==> src/include/lms_regs.svh <==
// constants of the led mode sequencer: input bit positions, reset values, timing
// assumes a 40 MHz clock; counts are derived from times in their own units
`ifndef LMS_REGS_SVH
`define LMS_REGS_SVH

// ----------------------------------------
// comparator input positions
// ----------------------------------------
`define LMS_IN_W        9
`define LMS_IN_VCC_ON   0
`define LMS_IN_VCC_LOW  1
`define LMS_IN_CTRL_DIS 2
`define LMS_IN_ADIS     3
`define LMS_IN_EOSS     4
`define LMS_IN_SAG      5
`define LMS_IN_FB_CLAMP 6
`define LMS_IN_STOP     7
`define LMS_IN_PWM      8

// ----------------------------------------
// reset values
// ----------------------------------------
`define LMS_RST_CHG     1'b1
`define LMS_RST_PD      1'b1
`define LMS_RST_GATE    1'b0
`define LMS_RST_PERIPH  1'b0
`define LMS_RST_SS      1'b0

// ----------------------------------------
// timing
// ----------------------------------------
`define LMS_CLK_HZ      64'd40000000
`define LMS_T_SAG_MS    64'd100
`define LMS_T_ADIS_MS   64'd100
`define LMS_T_OPTO_MS   64'd100
`define LMS_T_REC_MS    64'd2500
`define LMS_SAG_CYC     (`LMS_T_SAG_MS * `LMS_CLK_HZ / 64'd1000)
`define LMS_ADIS_CYC    (`LMS_T_ADIS_MS * `LMS_CLK_HZ / 64'd1000)
`define LMS_OPTO_CYC    (`LMS_T_OPTO_MS * `LMS_CLK_HZ / 64'd1000)
`define LMS_REC_CYC     (`LMS_T_REC_MS * `LMS_CLK_HZ / 64'd1000)

`endif

==> src/include/lms_pkg.sv <==
// types of the led mode sequencer: modes, fault causes, state records
// assumes lms_regs.svh is on the include path
`include "lms_regs.svh"

package lms_pkg;

	// ----------------------------------------
	// operating modes, one-hot
	// ----------------------------------------
	typedef enum logic [3:0]
	{
		MODE_STARTUP = 4'h1,
		MODE_ACTIVE  = 4'h2,
		MODE_STOP    = 4'h4,
		MODE_LOWCON  = 4'h8
	} lms_mode_t;

	typedef enum logic [1:0]
	{
		FLT_NONE = 2'h0,
		FLT_SAG  = 2'h1,
		FLT_ADIS = 2'h2,
		FLT_OPTO = 2'h3
	} lms_fault_t;

	// ----------------------------------------
	// state records
	// ----------------------------------------
	typedef struct packed
	{
		lms_mode_t           mode;
		logic [`LMS_IN_W-1:0] s1;
		logic [`LMS_IN_W-1:0] s2;
		logic                ss;
		logic                ss_pend;
		lms_fault_t          fault;
		logic                chg;
		logic                gate;
		logic                pd;
		logic                periph;
	} lms_state_t;

	typedef struct packed
	{
		logic [31:0] cnt;
		logic        done;
	} lms_tmr_t;

endpackage

==> src/rtl/lms_timer.sv <==
// qualification timer: done rises after run has held for LIMIT cycles
// assumes run comes from logic on the same clock
`timescale 1ns/1ps

module lms_timer #(
	parameter int unsigned LIMIT = 32'd4
) (
	input  wire logic clk,
	input  wire logic nrst,
	input  wire logic run,
	output logic      done
);

	lms_pkg::lms_tmr_t r_ff;
	lms_pkg::lms_tmr_t nxt_r;

	// ----------------------------------------
	// counter
	// ----------------------------------------
	always_comb
	begin
		nxt_r = r_ff;
		if (!run)
		begin
			nxt_r.cnt  = 32'h0;
			nxt_r.done = 1'b0;
		end
		else if (r_ff.cnt == LIMIT - 32'h1)
			nxt_r.done = 1'b1;
		else
			nxt_r.cnt = r_ff.cnt + 32'h1;
	end

	always_ff @(posedge clk or negedge nrst)
	begin
		if (!nrst)
			r_ff <= '0;
		else
			r_ff <= nxt_r;
	end

	assign done = r_ff.done;

	// ----------------------------------------
	// checks
	// ----------------------------------------
	a_timer_exact: assert property (@(posedge clk) disable iff (!nrst)
		$rose(r_ff.done) |-> r_ff.cnt == LIMIT - 32'h1)
		else $error("timer done at wrong count");
	a_timer_clear: assert property (@(posedge clk) disable iff (!nrst)
		!run |=> !r_ff.done && r_ff.cnt == 32'h0)
		else $error("timer not cleared when idle");

endmodule

==> src/rtl/lms_mode_seq.sv <==
// operating-mode sequencer of a quasi-resonant led power controller
// assumes threshold comparator outputs arrive asynchronously and one 40 MHz clock
//
// Notes on behaviour
// - startup on power-up and leaving low consumption
// - startup charges supply, peripherals off
// - startup pulls control pin to ground
// - active mode drives switch from loop request
// - leave active on fault or supply low
// - charger off throughout active mode
// - stop halts switching, resumes without soft-start
// - low consumption halts, schedules soft-start
// - low consumption keeps supply inside hysteresis band
// - soft-start after startup, ends at eoss level
// - soft-start limit follows control pin voltage
// - soft-start ignores opto, sag, analog disable
// - sag declared after 100 ms low current
// - control above 2.6 V stops after 100 ms
// - wait 2.5 s recovery after these faults
// - low consumption pulls control pin low
// - clamped feedback for 100 ms flags opto fail
`timescale 1ns/1ps

`include "lms_regs.svh"

module lms_mode_seq #(
	parameter int unsigned SAG_CYC  = 32'(`LMS_SAG_CYC),
	parameter int unsigned ADIS_CYC = 32'(`LMS_ADIS_CYC),
	parameter int unsigned OPTO_CYC = 32'(`LMS_OPTO_CYC),
	parameter int unsigned REC_CYC  = 32'(`LMS_REC_CYC)
) (
	input  wire logic          clk,
	input  wire logic          nrst,
	input  wire logic          vcc_above_on,
	input  wire logic          vcc_below_low,
	input  wire logic          ctrl_below_dis,
	input  wire logic          ctrl_above_adis,
	input  wire logic          ctrl_above_eoss,
	input  wire logic          zcd_below_sag,
	input  wire logic          fb_clamped,
	input  wire logic          stop_req,
	input  wire logic          pwm_req,
	output lms_pkg::lms_mode_t mode,
	output logic               hv_charger_en,
	output logic               gate_drive,
	output logic               ctrl_pulldown,
	output logic               periph_en,
	output logic               soft_start,
	output lms_pkg::lms_fault_t fault_cause
);

	// ----------------------------------------
	// state and synchronised inputs
	// ----------------------------------------
	lms_pkg::lms_state_t  r_ff;
	lms_pkg::lms_state_t  nxt_r;
	logic [`LMS_IN_W-1:0] raw_in;
	logic                 on_s;
	logic                 low_s;
	logic                 dis_s;
	logic                 adis_s;
	logic                 eoss_s;
	logic                 sag_s;
	logic                 clamp_s;
	logic                 stop_s;
	logic                 pwm_s;
	logic                 sag_done;
	logic                 adis_done;
	logic                 opto_done;
	logic                 rec_done;
	logic                 prot_run;

	assign raw_in = {pwm_req, stop_req, fb_clamped, zcd_below_sag, ctrl_above_eoss,
		ctrl_above_adis, ctrl_below_dis, vcc_below_low, vcc_above_on};

	assign on_s    = r_ff.s2[`LMS_IN_VCC_ON];
	assign low_s   = r_ff.s2[`LMS_IN_VCC_LOW];
	assign dis_s   = r_ff.s2[`LMS_IN_CTRL_DIS];
	assign adis_s  = r_ff.s2[`LMS_IN_ADIS];
	assign eoss_s  = r_ff.s2[`LMS_IN_EOSS];
	assign sag_s   = r_ff.s2[`LMS_IN_SAG];
	assign clamp_s = r_ff.s2[`LMS_IN_FB_CLAMP];
	assign stop_s  = r_ff.s2[`LMS_IN_STOP];
	assign pwm_s   = r_ff.s2[`LMS_IN_PWM];

	// ----------------------------------------
	// protection timers
	// ----------------------------------------
	assign prot_run = (r_ff.mode == lms_pkg::MODE_ACTIVE) && !r_ff.ss;

	lms_timer #(.LIMIT(SAG_CYC)) u_sag_tmr (
		.clk  (clk),
		.nrst (nrst),
		.run  (prot_run && sag_s),
		.done (sag_done)
	);

	lms_timer #(.LIMIT(ADIS_CYC)) u_adis_tmr (
		.clk  (clk),
		.nrst (nrst),
		.run  (prot_run && adis_s),
		.done (adis_done)
	);

	lms_timer #(.LIMIT(OPTO_CYC)) u_opto_tmr (
		.clk  (clk),
		.nrst (nrst),
		.run  (prot_run && clamp_s),
		.done (opto_done)
	);

	lms_timer #(.LIMIT(REC_CYC)) u_rec_tmr (
		.clk  (clk),
		.nrst (nrst),
		.run  ((r_ff.mode == lms_pkg::MODE_LOWCON) && (r_ff.fault != lms_pkg::FLT_NONE)),
		.done (rec_done)
	);

	// ----------------------------------------
	// mode sequencing
	// ----------------------------------------
	always_comb
	begin
		nxt_r    = r_ff;
		nxt_r.s1 = raw_in;
		nxt_r.s2 = r_ff.s1;
		unique case (r_ff.mode)
			lms_pkg::MODE_STARTUP:
			begin
				if (on_s)
				begin
					nxt_r.mode    = lms_pkg::MODE_ACTIVE;
					nxt_r.ss      = 1'b1;
					nxt_r.ss_pend = 1'b0;
				end
			end
			lms_pkg::MODE_ACTIVE:
			begin
				if (r_ff.ss && eoss_s)
					nxt_r.ss = 1'b0;
				if (low_s)
					nxt_r.mode = lms_pkg::MODE_STARTUP;
				else if (sag_done || adis_done || opto_done)
				begin
					nxt_r.mode    = lms_pkg::MODE_LOWCON;
					nxt_r.ss_pend = 1'b1;
					nxt_r.ss      = 1'b0;
					if (sag_done)
						nxt_r.fault = lms_pkg::FLT_SAG;
					else if (adis_done)
						nxt_r.fault = lms_pkg::FLT_ADIS;
					else
						nxt_r.fault = lms_pkg::FLT_OPTO;
				end
				else if (dis_s)
				begin
					nxt_r.mode    = lms_pkg::MODE_LOWCON;
					nxt_r.ss_pend = 1'b1;
					nxt_r.ss      = 1'b0;
					nxt_r.fault   = lms_pkg::FLT_NONE;
				end
				else if (stop_s)
				begin
					nxt_r.mode = lms_pkg::MODE_STOP;
					nxt_r.ss   = 1'b0;
				end
			end
			lms_pkg::MODE_STOP:
			begin
				if (low_s)
					nxt_r.mode = lms_pkg::MODE_STARTUP;
				else if (dis_s)
				begin
					nxt_r.mode    = lms_pkg::MODE_LOWCON;
					nxt_r.ss_pend = 1'b1;
					nxt_r.fault   = lms_pkg::FLT_NONE;
				end
				else if (!stop_s)
					nxt_r.mode = lms_pkg::MODE_ACTIVE;
			end
			lms_pkg::MODE_LOWCON:
			begin
				nxt_r.ss_pend = 1'b1;
				if ((r_ff.fault != lms_pkg::FLT_NONE) ? rec_done : !dis_s)
				begin
					nxt_r.mode  = lms_pkg::MODE_STARTUP;
					nxt_r.fault = lms_pkg::FLT_NONE;
				end
			end
			default:
				nxt_r.mode = lms_pkg::MODE_STARTUP;
		endcase

		// outputs follow the next mode so they change with it
		nxt_r.gate   = (nxt_r.mode == lms_pkg::MODE_ACTIVE) && pwm_s;
		nxt_r.periph = (nxt_r.mode != lms_pkg::MODE_STARTUP);
		nxt_r.pd     = (nxt_r.mode == lms_pkg::MODE_STARTUP)
			|| (nxt_r.mode == lms_pkg::MODE_LOWCON);
		unique case (nxt_r.mode)
			lms_pkg::MODE_STARTUP:
				nxt_r.chg = 1'b1;
			lms_pkg::MODE_LOWCON:
			begin
				if (low_s)
					nxt_r.chg = 1'b1;
				else if (on_s)
					nxt_r.chg = 1'b0;
			end
			default:
				nxt_r.chg = 1'b0;
		endcase
	end

	always_ff @(posedge clk or negedge nrst)
	begin
		if (!nrst)
		begin
			r_ff         <= '0;
			r_ff.mode    <= lms_pkg::MODE_STARTUP;
			r_ff.chg     <= `LMS_RST_CHG;
			r_ff.pd      <= `LMS_RST_PD;
			r_ff.gate    <= `LMS_RST_GATE;
			r_ff.periph  <= `LMS_RST_PERIPH;
			r_ff.ss      <= `LMS_RST_SS;
			r_ff.fault   <= lms_pkg::FLT_NONE;
		end
		else
			r_ff <= nxt_r;
	end

	// ----------------------------------------
	// outputs
	// ----------------------------------------
	assign mode          = r_ff.mode;
	assign hv_charger_en = r_ff.chg;
	assign gate_drive    = r_ff.gate;
	assign ctrl_pulldown = r_ff.pd;
	assign periph_en     = r_ff.periph;
	assign soft_start    = r_ff.ss;
	assign fault_cause   = r_ff.fault;

	// ----------------------------------------
	// checks
	// ----------------------------------------
	a_startup_outputs: assert property (@(posedge clk) disable iff (!nrst)
		r_ff.mode == lms_pkg::MODE_STARTUP |-> r_ff.chg && r_ff.pd && !r_ff.gate && !r_ff.periph)
		else $error("startup outputs wrong");

	a_turn_on_entry: assert property (@(posedge clk) disable iff (!nrst)
		r_ff.mode == lms_pkg::MODE_STARTUP && on_s
		|=> r_ff.mode == lms_pkg::MODE_ACTIVE && !r_ff.chg && r_ff.ss)
		else $error("turn-on did not enter active with soft-start");

	a_active_charger: assert property (@(posedge clk) disable iff (!nrst)
		r_ff.mode == lms_pkg::MODE_ACTIVE |-> !r_ff.chg)
		else $error("charger on in active mode");

	a_gate_active: assert property (@(posedge clk) disable iff (!nrst)
		r_ff.gate |-> r_ff.mode == lms_pkg::MODE_ACTIVE && $past(r_ff.s2[`LMS_IN_PWM]))
		else $error("gate driven outside active mode");

	a_supply_low_exit: assert property (@(posedge clk) disable iff (!nrst)
		r_ff.mode == lms_pkg::MODE_ACTIVE && low_s |=> r_ff.mode == lms_pkg::MODE_STARTUP)
		else $error("supply low did not leave active");

	a_ss_masks_prot: assert property (@(posedge clk) disable iff (!nrst)
		r_ff.ss |-> !sag_done && !adis_done && !opto_done)
		else $error("protection timer ran during soft-start");

	a_stop_resume: assert property (@(posedge clk) disable iff (!nrst)
		r_ff.mode == lms_pkg::MODE_STOP && !stop_s && !low_s && !dis_s
		|=> r_ff.mode == lms_pkg::MODE_ACTIVE && !r_ff.ss)
		else $error("stop did not resume without soft-start");

	a_lowcon_charge: assert property (@(posedge clk) disable iff (!nrst)
		r_ff.mode == lms_pkg::MODE_LOWCON && low_s ##1 r_ff.mode == lms_pkg::MODE_LOWCON
		|-> r_ff.chg)
		else $error("charger off below band in low consumption");

	a_lowcon_pd: assert property (@(posedge clk) disable iff (!nrst)
		r_ff.mode == lms_pkg::MODE_LOWCON |-> r_ff.pd && !r_ff.gate && r_ff.ss_pend)
		else $error("low consumption outputs wrong");

	a_recovery_hold: assert property (@(posedge clk) disable iff (!nrst)
		r_ff.mode == lms_pkg::MODE_LOWCON && r_ff.fault != lms_pkg::FLT_NONE && !rec_done
		|=> r_ff.mode == lms_pkg::MODE_LOWCON)
		else $error("left low consumption before recovery time");

	a_disable_entry: assert property (@(posedge clk) disable iff (!nrst)
		r_ff.mode == lms_pkg::MODE_ACTIVE && dis_s && !low_s && !sag_done && !adis_done
		&& !opto_done |=> r_ff.mode == lms_pkg::MODE_LOWCON && !r_ff.gate)
		else $error("disable did not enter low consumption");

	a_ss_end: assert property (@(posedge clk) disable iff (!nrst)
		r_ff.mode == lms_pkg::MODE_ACTIVE && r_ff.ss && eoss_s |=> !r_ff.ss)
		else $error("soft-start did not end at eoss");

	a_stop_outputs: assert property (@(posedge clk) disable iff (!nrst)
		r_ff.mode == lms_pkg::MODE_STOP |-> !r_ff.gate && !r_ff.chg && !r_ff.ss && r_ff.periph)
		else $error("stop mode outputs wrong");

	a_stop_entry: assert property (@(posedge clk) disable iff (!nrst)
		r_ff.mode == lms_pkg::MODE_ACTIVE && stop_s && !low_s && !dis_s && !sag_done
		&& !adis_done && !opto_done |=> r_ff.mode == lms_pkg::MODE_STOP && !r_ff.gate)
		else $error("abnormal condition did not stop switching");

	a_lowcon_full: assert property (@(posedge clk) disable iff (!nrst)
		r_ff.mode == lms_pkg::MODE_LOWCON && on_s && !low_s
		##1 r_ff.mode == lms_pkg::MODE_LOWCON |-> !r_ff.chg)
		else $error("charger on above band in low consumption");

	a_sag_code: assert property (@(posedge clk) disable iff (!nrst)
		r_ff.mode == lms_pkg::MODE_ACTIVE && !low_s && sag_done
		|=> r_ff.mode == lms_pkg::MODE_LOWCON && r_ff.fault == lms_pkg::FLT_SAG)
		else $error("supply sag not flagged");

	a_adis_code: assert property (@(posedge clk) disable iff (!nrst)
		r_ff.mode == lms_pkg::MODE_ACTIVE && !low_s && !sag_done && adis_done
		|=> r_ff.mode == lms_pkg::MODE_LOWCON && r_ff.fault == lms_pkg::FLT_ADIS)
		else $error("timed disable not flagged");

	a_opto_code: assert property (@(posedge clk) disable iff (!nrst)
		r_ff.mode == lms_pkg::MODE_ACTIVE && !low_s && !sag_done && !adis_done && opto_done
		|=> r_ff.mode == lms_pkg::MODE_LOWCON && r_ff.fault == lms_pkg::FLT_OPTO)
		else $error("opto failure not flagged");

	a_recovery_exit: assert property (@(posedge clk) disable iff (!nrst)
		r_ff.mode == lms_pkg::MODE_LOWCON && r_ff.fault != lms_pkg::FLT_NONE && rec_done
		|=> r_ff.mode == lms_pkg::MODE_STARTUP && r_ff.fault == lms_pkg::FLT_NONE && r_ff.chg)
		else $error("recovery end did not restart");

	a_disable_resume: assert property (@(posedge clk) disable iff (!nrst)
		r_ff.mode == lms_pkg::MODE_LOWCON && r_ff.fault == lms_pkg::FLT_NONE && !dis_s
		|=> r_ff.mode == lms_pkg::MODE_STARTUP)
		else $error("disable release did not restart");

	a_active_outputs: assert property (@(posedge clk) disable iff (!nrst)
		r_ff.mode == lms_pkg::MODE_ACTIVE |-> r_ff.periph && !r_ff.pd)
		else $error("active mode outputs wrong");

	a_ss_start: assert property (@(posedge clk) disable iff (!nrst)
		$rose(r_ff.ss) |-> r_ff.mode == lms_pkg::MODE_ACTIVE
		&& $past(r_ff.mode) == lms_pkg::MODE_STARTUP)
		else $error("soft-start began outside startup exit");

	a_fault_clear: assert property (@(posedge clk) disable iff (!nrst)
		r_ff.mode != lms_pkg::MODE_LOWCON |-> r_ff.fault == lms_pkg::FLT_NONE)
		else $error("fault cause held outside low consumption");

	a_dis_stop: assert property (@(posedge clk) disable iff (!nrst)
		r_ff.mode == lms_pkg::MODE_STOP && !low_s && dis_s
		|=> r_ff.mode == lms_pkg::MODE_LOWCON && r_ff.fault == lms_pkg::FLT_NONE)
		else $error("disable in stop did not enter low consumption");

	a_startup_hold: assert property (@(posedge clk) disable iff (!nrst)
		r_ff.mode == lms_pkg::MODE_STARTUP && !on_s
		|=> r_ff.mode == lms_pkg::MODE_STARTUP && r_ff.chg)
		else $error("startup left below turn-on");

	// ----------------------------------------
	// coverage
	// ----------------------------------------
	c_startup_active: cover property (@(posedge clk) disable iff (!nrst)
		r_ff.mode == lms_pkg::MODE_STARTUP ##1 r_ff.mode == lms_pkg::MODE_ACTIVE);
	c_fault_lowcon: cover property (@(posedge clk) disable iff (!nrst)
		r_ff.mode == lms_pkg::MODE_LOWCON && r_ff.fault == lms_pkg::FLT_SAG);
	c_stop_resume: cover property (@(posedge clk) disable iff (!nrst)
		r_ff.mode == lms_pkg::MODE_STOP ##1 r_ff.mode == lms_pkg::MODE_ACTIVE);
	c_ss_done: cover property (@(posedge clk) disable iff (!nrst)
		$fell(r_ff.ss) && r_ff.mode == lms_pkg::MODE_ACTIVE);
	c_stop_in_ss: cover property (@(posedge clk) disable iff (!nrst)
		r_ff.mode == lms_pkg::MODE_ACTIVE && r_ff.ss ##1 r_ff.mode == lms_pkg::MODE_STOP);

endmodule

==> config.mk <==
export PLATFORM = sky130hd
export DESIGN_NAME = lms_mode_seq
export DESIGN_NICKNAME = d
export VERILOG_FILES = /design/src/include/lms_pkg.sv /design/src/rtl/lms_timer.sv /design/src/rtl/lms_mode_seq.sv
export VERILOG_INCLUDE_DIRS = /design/src /design/src/include
export SDC_FILE = /design/constraint.sdc
export NUM_CORES = 1
export LEC_CHECK = 0
export ABC_CLOCK_PERIOD_IN_PS = 3500
export BUFFER_PORTS_ARGS = -buffer_cell sky130_fd_sc_hd__buf_4
export CORE_UTILIZATION = 45
export CTS_BUF_LIST = sky130_fd_sc_hd__clkbuf_16
export DETAILED_ROUTE_END_ITERATION = 8
export PLACE_DENSITY = 0.6
export SYNTH_ARGS = -nofsm -noshare
export SYNTH_HDL_FRONTEND = slang
export SYNTH_SLANG_ARGS = --single-unit
==> constraint.sdc <==
create_clock -name clk -period 3.5 [get_ports clk]
set_input_delay 0.35 -clock clk [delete_from_list [all_inputs] [get_ports clk]]
set_output_delay 0.35 -clock clk [all_outputs]
set_load 0.03 [all_outputs]
==> summary.md, run 1 <==
| Metric | Value |
|---|---|
| Ys Warns | `0` |
| Die X | `135 um` |
| Setup crit start kind | `flop` |
| CP arrival | `2.82 ns` |
| Synth Area in XOR/XNOR | `10.5%` |
| Synth Area in Compound Gates | `5.60%` |
| ANT cells | `0` |
| GRT Total Usage | `19.4%` |
| Max IR drop VDD | `0.384 mV` |
| Post-DP HPWL | `10900 um` |
| Num CTS Buffers | `17` |
| # DRC | `0` |
| Leakage | `3.42 nW` |
| I/O pins | `22` |
| Vias per Instance | `5.65` |
| Setup tns final | `0 ns` |
| Gpl congestion | `0.886` |
| Mux cell area share after synthesis | `0.506%` |
| Synthesis-to-finish area growth | `11.4%` |
| CTS tree | `yes` |
| Total Wirelength | `16200 um` |
| #FFs+latches synth | `161` |
| Max frequency | `397 MHz` |
| Synthesized area | `7910 sq um` |
| CTS max path bufs | `2` |
| Main area contributors after synthesis | `dfrtp_1 50%, xor2_1 6.9%, nor2_1 6.4%, nand4_1 4.0%, xnor2_1 3.7%` |
| Outcome | `complete, no violations` |
| Ys flop type | `dfrtp_1` |
| CP startpoint | `u_sag_tmr.r_ff[11]` |
| Reg2reg start | `u_sag_tmr.r_ff[11]` |
| Seq/Total Area, Yosys | `51.0%` |
| Antenna-violating nets left | `0` |
| Final global-route overflow total | `0` |
| Core Area | `17200 sq um` |
| Largest family of logic cells by synthesized area | `simple AND/OR/NAND/NOR gates` |
| Fin. max-slew vios | `0` |
| Initial drt markers | `402` |
| Post-Syn Instances | `812` |
| Clk_lat worst skew | `0.42 ns` |
| Pin count of the biggest net entering global routing | `92` |
| First-pass GRT wire length | `28200 um` |
| 1st-pass router iterations | `5` |
| Final min period | `2.52 ns` |
| Num Clock Sinks | `161` |
| Number of global-route vias before repair | `5839` |
| Maxcap violations | `0` |
| Via count | `6024` |
| Final WS setup | `0.980 ns` |
| Proportion of netlist area held by the largest area contributor | `50.0%` |
| Full die area | `18100 sq um` |
| WS Path Type | `reg2reg` |
| Max Fanout on Critical Path | `11` |
| Die height | `135 um` |
| Setup violations, final | `0` |
| Nets | `844` |
| Synth Area in Simple Gates | `29.1%` |
| Biggest area consumer among synthesized cells | `dfrtp_1` |
| Syn Area/Cell | `9.74 sq um` |
| Dpl ws | `0.975 ns` |
| Worst-margin pin slew | `1.12 ns` |
| Synthesized Nets | `827` |
| CTS root buffer | `clkbuf_16` |
| Share of layout cells above drive strength 1 | `8.19%` |
| Synth unique cells | `55` |
| Initial antenna violation count | `0` |
| Max H-tree Level | `4` |
| CP required | `3.80 ns` |
| Final hold violation count | `0` |
| Most numerous cell in the Yosys netlist | `dfrtp_1` |
| WL/cell | `15.2 um` |
| Async set-or-reset flop fraction in the synthesized netlist | `100%` |
| IO buf count | `21` |
| Commonest cells post-synth | `158 x dfrtp_1, 135 x nor2_1, 62 x xor2_1, 50 x nand4_1, 45 x nand2_1` |
| Post-synthesis adder-cell area fraction | `0.633%` |
| CTS resizes | `0` |
| Cell row count | `48` |
| Clock Skew | `0.00599 ns` |
| RSZ-0062 raised after global routing | `false` |
| Post-synth EDFFs | `0` |
| Postcts setup bufs | `0` |
| Rel. slew slack | `24.7%` |
| Clock-pin slew on the worst setup and hold paths | `0.06 ns` |
| Initial Util | `45.9%` |
| CP endpoint kind | `flop` |
| Min-delay worst type | `in2async` |
| Final period util | `72.0%` |
| Hold buffer count at cts | `0` |
| Power Dens Cells | `449 nW/um^2` |
[routing by layer]
metal	part of all wire [%]	vias up	global-route usage [%]
met5	0	-	0
met4	1.3	0	6.55
met3	3.5	14	4.69
met2	48	119	30.8
met1	47	2961	26.2
li1	-	2930	-
[kinds of logic after synthesis]
family | after synthesis
muxes | 4
xor gates and xnor gates | 95
buffers and inverters | 47
AOI/OAI and AO/OA | 73
DFF | 161
adders and majority gates | 4
and+or+nand+nor | 428
[final timing paths]
kind | end | slack, ns | cells past startpoint
worst max register to register | u_sag_tmr.r_ff[2] | 0.98 | 5
worst max-delay path | u_sag_tmr.r_ff[2] | 0.98 | 5
max in group asynchronous | u_sag_tmr.r_ff[2] | 2.48 | 2
worst min register to register | r_ff[13] | 0.35 | 0
worst min-delay path | u_rec_tmr.r_ff[9] | 0.007 | 1
min in group clk | nxt_r[16] | 0.03 | 1
[cells in the final DEF, fill, tap and decap left out, drive strengths merged, types with 2 or more instances in the layout]
cell type  netlist  final
mux2i            4      4
and3            16     16
nand4           50     50
nor4bb           2      2
xnor2           33     33
o31ai            4      4
o31a             2      2
nor3            38     38
xor2            62     62
nor4            34     34
o21ai           22     22
a31oi            9      9
or2              2      2
clkinv           0      7
and2             7      7
nand2           45     45
clkbuf          22     17
nor4b            9      9
or4              6      6
nand4b           2      2
ha               4      4
a21oi           20     20
dfrtp          158    158
nand3           39     39
or4b             2      2
buf              9     29
o211ai           4      4
dfstp            3      3
bufinv           0      2
nor2           135    135
nor2b            3      3
nand3b           3      3
a22o             2      2
and4            16     16
or3             17     17
o21a             3      3
inv             16     22
[critical path, stage by stage, from the launching register on]
cell and delay, ns:
dfrtp_1 0.44, or4b_1 0.53, or4_4 0.57, nor3_2 0.55, mux2i_1 0.25, nor2_1 0.05
[report_power, final]
group | total, W | switching (W) | internal [W]
clock network | 0.00172 | 0.000700 | 0.00102
logic | 0.000273 | 0.000178 | 0.0000950
registers | 0.00196 | 0.0000462 | 0.00192
[stage by stage]
stage	std cells	total power [W]	utilization [%]	hold slack, ns	cell area (sq um)
2_1_floorplan	812	0.00215	-	0.0544	7910
3_3_place_gp	1035	0.00227	48.0	0.332	8270
3_5_place_dp	1035	0.00228	48.0	0.336	8270
4_1_cts	1067	0.00401	51.1	0.0168	8810
5_1_grt	1067	0.00412	51.1	0.00527	8810
6_report	1067	0.00396	51.1	0.00675	8810
[area by class of cell]
class / instances / area, sq um
Clock inverter: 15 / 113
Fill cell: 1523 / 8430
Inverter: 16 / 60.1
Clock buffer: 17 / 425
Sequential cell: 161 / 4030
Multi-Input combinational cell: 604 / 3680
Timing Repair Buffer: 29 / 221
Tap cell: 225 / 282
[registers in the layout, summed over array words and instances, names as in the netlist, 2 cells and up]
name	cells
fault_cause	2
mode	4
nxt_r	9
r_ff	2
u_adis_tmr.r_ff	32
u_opto_tmr.r_ff	32
u_rec_tmr.r_ff	32
u_sag_tmr.r_ff	32
Power figures use the tool's default switching activity.
==> inputs of run 2 (changes only) <==
--- a/config.mk
+++ b/config.mk
@@ -6,7 +6,7 @@
 export SDC_FILE = /design/constraint.sdc
 export NUM_CORES = 1
 export LEC_CHECK = 0
-export ABC_CLOCK_PERIOD_IN_PS = 3500
+export ABC_CLOCK_PERIOD_IN_PS = 2490
 export BUFFER_PORTS_ARGS = -buffer_cell sky130_fd_sc_hd__buf_4
 export CORE_UTILIZATION = 45
 export CTS_BUF_LIST = sky130_fd_sc_hd__clkbuf_16
==> constraint.sdc (replaced) <==
create_clock -name clk -period 2.49 [get_ports clk]
set_input_delay 0.249 -clock clk [delete_from_list [all_inputs] [get_ports clk]]
set_output_delay 0.249 -clock clk [all_outputs]
set_load 0.03 [all_outputs]
==> summary.md, run 2 (synthesized netlist as in run 1, its figures left out) <==
| Metric | Value |
|---|---|
| Outcome | `complete, no violations` |
| Total Wirelength | `16500 um` |
| Die X | `135 um` |
| Clk_lat worst skew | `0.43 ns` |
| Worst-margin pin slew | `0.607 ns` |
| Final global-route overflow total | `0` |
| Final hold violation count | `0` |
| Cell row count | `48` |
| CTS resizes | `0` |
| CTS root buffer | `clkbuf_16` |
| Initial Util | `45.9%` |
| Flop-to-flop setup slack | `0.25 ns` |
| Num Clock Sinks | `161` |
| Initial drt markers | `447` |
| Max IR drop VDD | `0.502 mV` |
| Nets | `867` |
| Final period util | `89.9%` |
| Full die area | `18100 sq um` |
| Register Area | `4030 sq um` |
| Clock-pin slew on the worst setup and hold paths | `0.06 ns` |
| Share of layout cells above drive strength 1 | `10.2%` |
| Vias per Instance | `5.63` |
| Max Fanout on Critical Path | `10` |
| Postcts setup bufs | `0` |
| I/O pins | `22` |
| Initial antenna violation count | `0` |
| Number of global-route vias before repair | `5766` |
| CP arrival | `2.55 ns` |
| CP endpoint kind | `flop` |
| Setup crit start kind | `flop` |
| CP required | `2.80 ns` |
| Die height | `135 um` |
| Num CTS Buffers | `17` |
| Fin. max-slew vios | `0` |
| WL/cell | `15.2 um` |
| Antenna-violating nets left | `0` |
| Min-delay worst type | `in2async` |
| Finished Core Util | `52.8%` |
| Final min period | `2.24 ns` |
| # DRC | `0` |
| Pin count of the biggest net entering global routing | `54` |
| Leakage | `3.54 nW` |
| Commonest non-fill, non-tap cell in the layout | `dfrtp_1` |
| Clock Skew | `0.00713 ns` |
| IO buf count | `21` |
| First-pass GRT wire length | `28100 um` |
| 1st-pass router iterations | `5` |
| CTS max path bufs | `2` |
| Final WS setup | `0.251 ns` |
| Most frequent cells in the layout | `158 x dfrtp_1, 135 x nor2_1, 62 x xor2_1, 50 x nand4_1, 45 x nand2_1` |
| Synthesis-to-finish area growth | `15.1%` |
| Power Dens Cells | `649 nW/um^2` |
| Area of the multi-input gates | `3680 sq um` |
| CTS tree | `yes` |
| Hold_ws | `0.334 ns` |
| Via count | `6137` |
| RSZ-0062 raised after global routing | `false` |
| Gpl congestion | `0.855` |
| Dpl ws | `0.266 ns` |
| GRT Total Usage | `19.5%` |
| Core Area | `17200 sq um` |
| WS Path Type | `reg2reg` |
| Post-DP HPWL | `11000 um` |
| Max H-tree Level | `4` |
| Rel. slew slack | `59.0%` |
| # fillers | `1549` |
| Maxcap violations | `0` |
| Reg2Reg Depth | `6` |
| Max frequency | `447 MHz` |
| Setup violations, final | `0` |
| Setup tns final | `0 ns` |
| ANT cells | `0` |
run 2: final timing paths:
check / endpoint / start
max in group asynchronous: mode[0] / nrst
min in group clk: clamp_s / nxt_r[14]
worst min register to register: clamp_s / nxt_r[14]
worst max-delay path: u_opto_tmr.r_ff[2] / u_opto_tmr.r_ff[1]
worst min-delay path: u_rec_tmr.r_ff[10] / nrst
worst max register to register: u_opto_tmr.r_ff[2] / u_opto_tmr.r_ff[1]
run 2: where the power goes:
group	total, W	switching [W]	internal, W	leakage [nW]
Combinational	0.000413	0.000255	0.000158	1.05
Clock	0.00273	0.00106	0.00167	0.298
Sequential	0.00276	0.0000645	0.00269	2.19
Total	0.00590	0.00138	0.00452	3.54
run 2: metrics by stage:
stage	instances	power [W]	instance area, sq um
finish	1090	0.00590	9100
global route	1090	0.00612	9100
CTS	1090	0.00597	9100
detailed placement	1048	0.00322	8380
global placement	1048	0.00321	8380
floorplan	812	0.00302	7910
run 2: what timing repair did:
action | 4_1_cts | 5_1_grt
hold endpoints to repair | 53 | 0
endpoints found under the setup margin | 0 | 0
hold buffers | 10 | 0
run 2: metal layers:
metal / part of all wire [%] / global-route usage (%) / up-vias
met5: 0 / 0 / -
met4: 1.6 / 7.12 / 0
met3: 3.0 / 3.75 / 22
met2: 47 / 30.9 / 100
met1: 48 / 26.7 / 3028
li1: - / - / 2987
run 2: worst max-delay path, stage by stage, from the launching register on:
cell     delay (ns)
dfrtp_1        0.41
ha_1           0.23
nand2_1        0.13
or3_1          0.43
nor4b_4        0.61
mux2i_1        0.25
nor2_1         0.05
run 2: layout make-up:
class                   instances  area share (%)
multi-input cells             604            40.4
clock inverters                15            2.09
inverters                      16           0.660
well taps                     225            3.09
repair buffers                 52            4.74
flip-flops and latches        161            44.3
clock buffers                  17            4.68
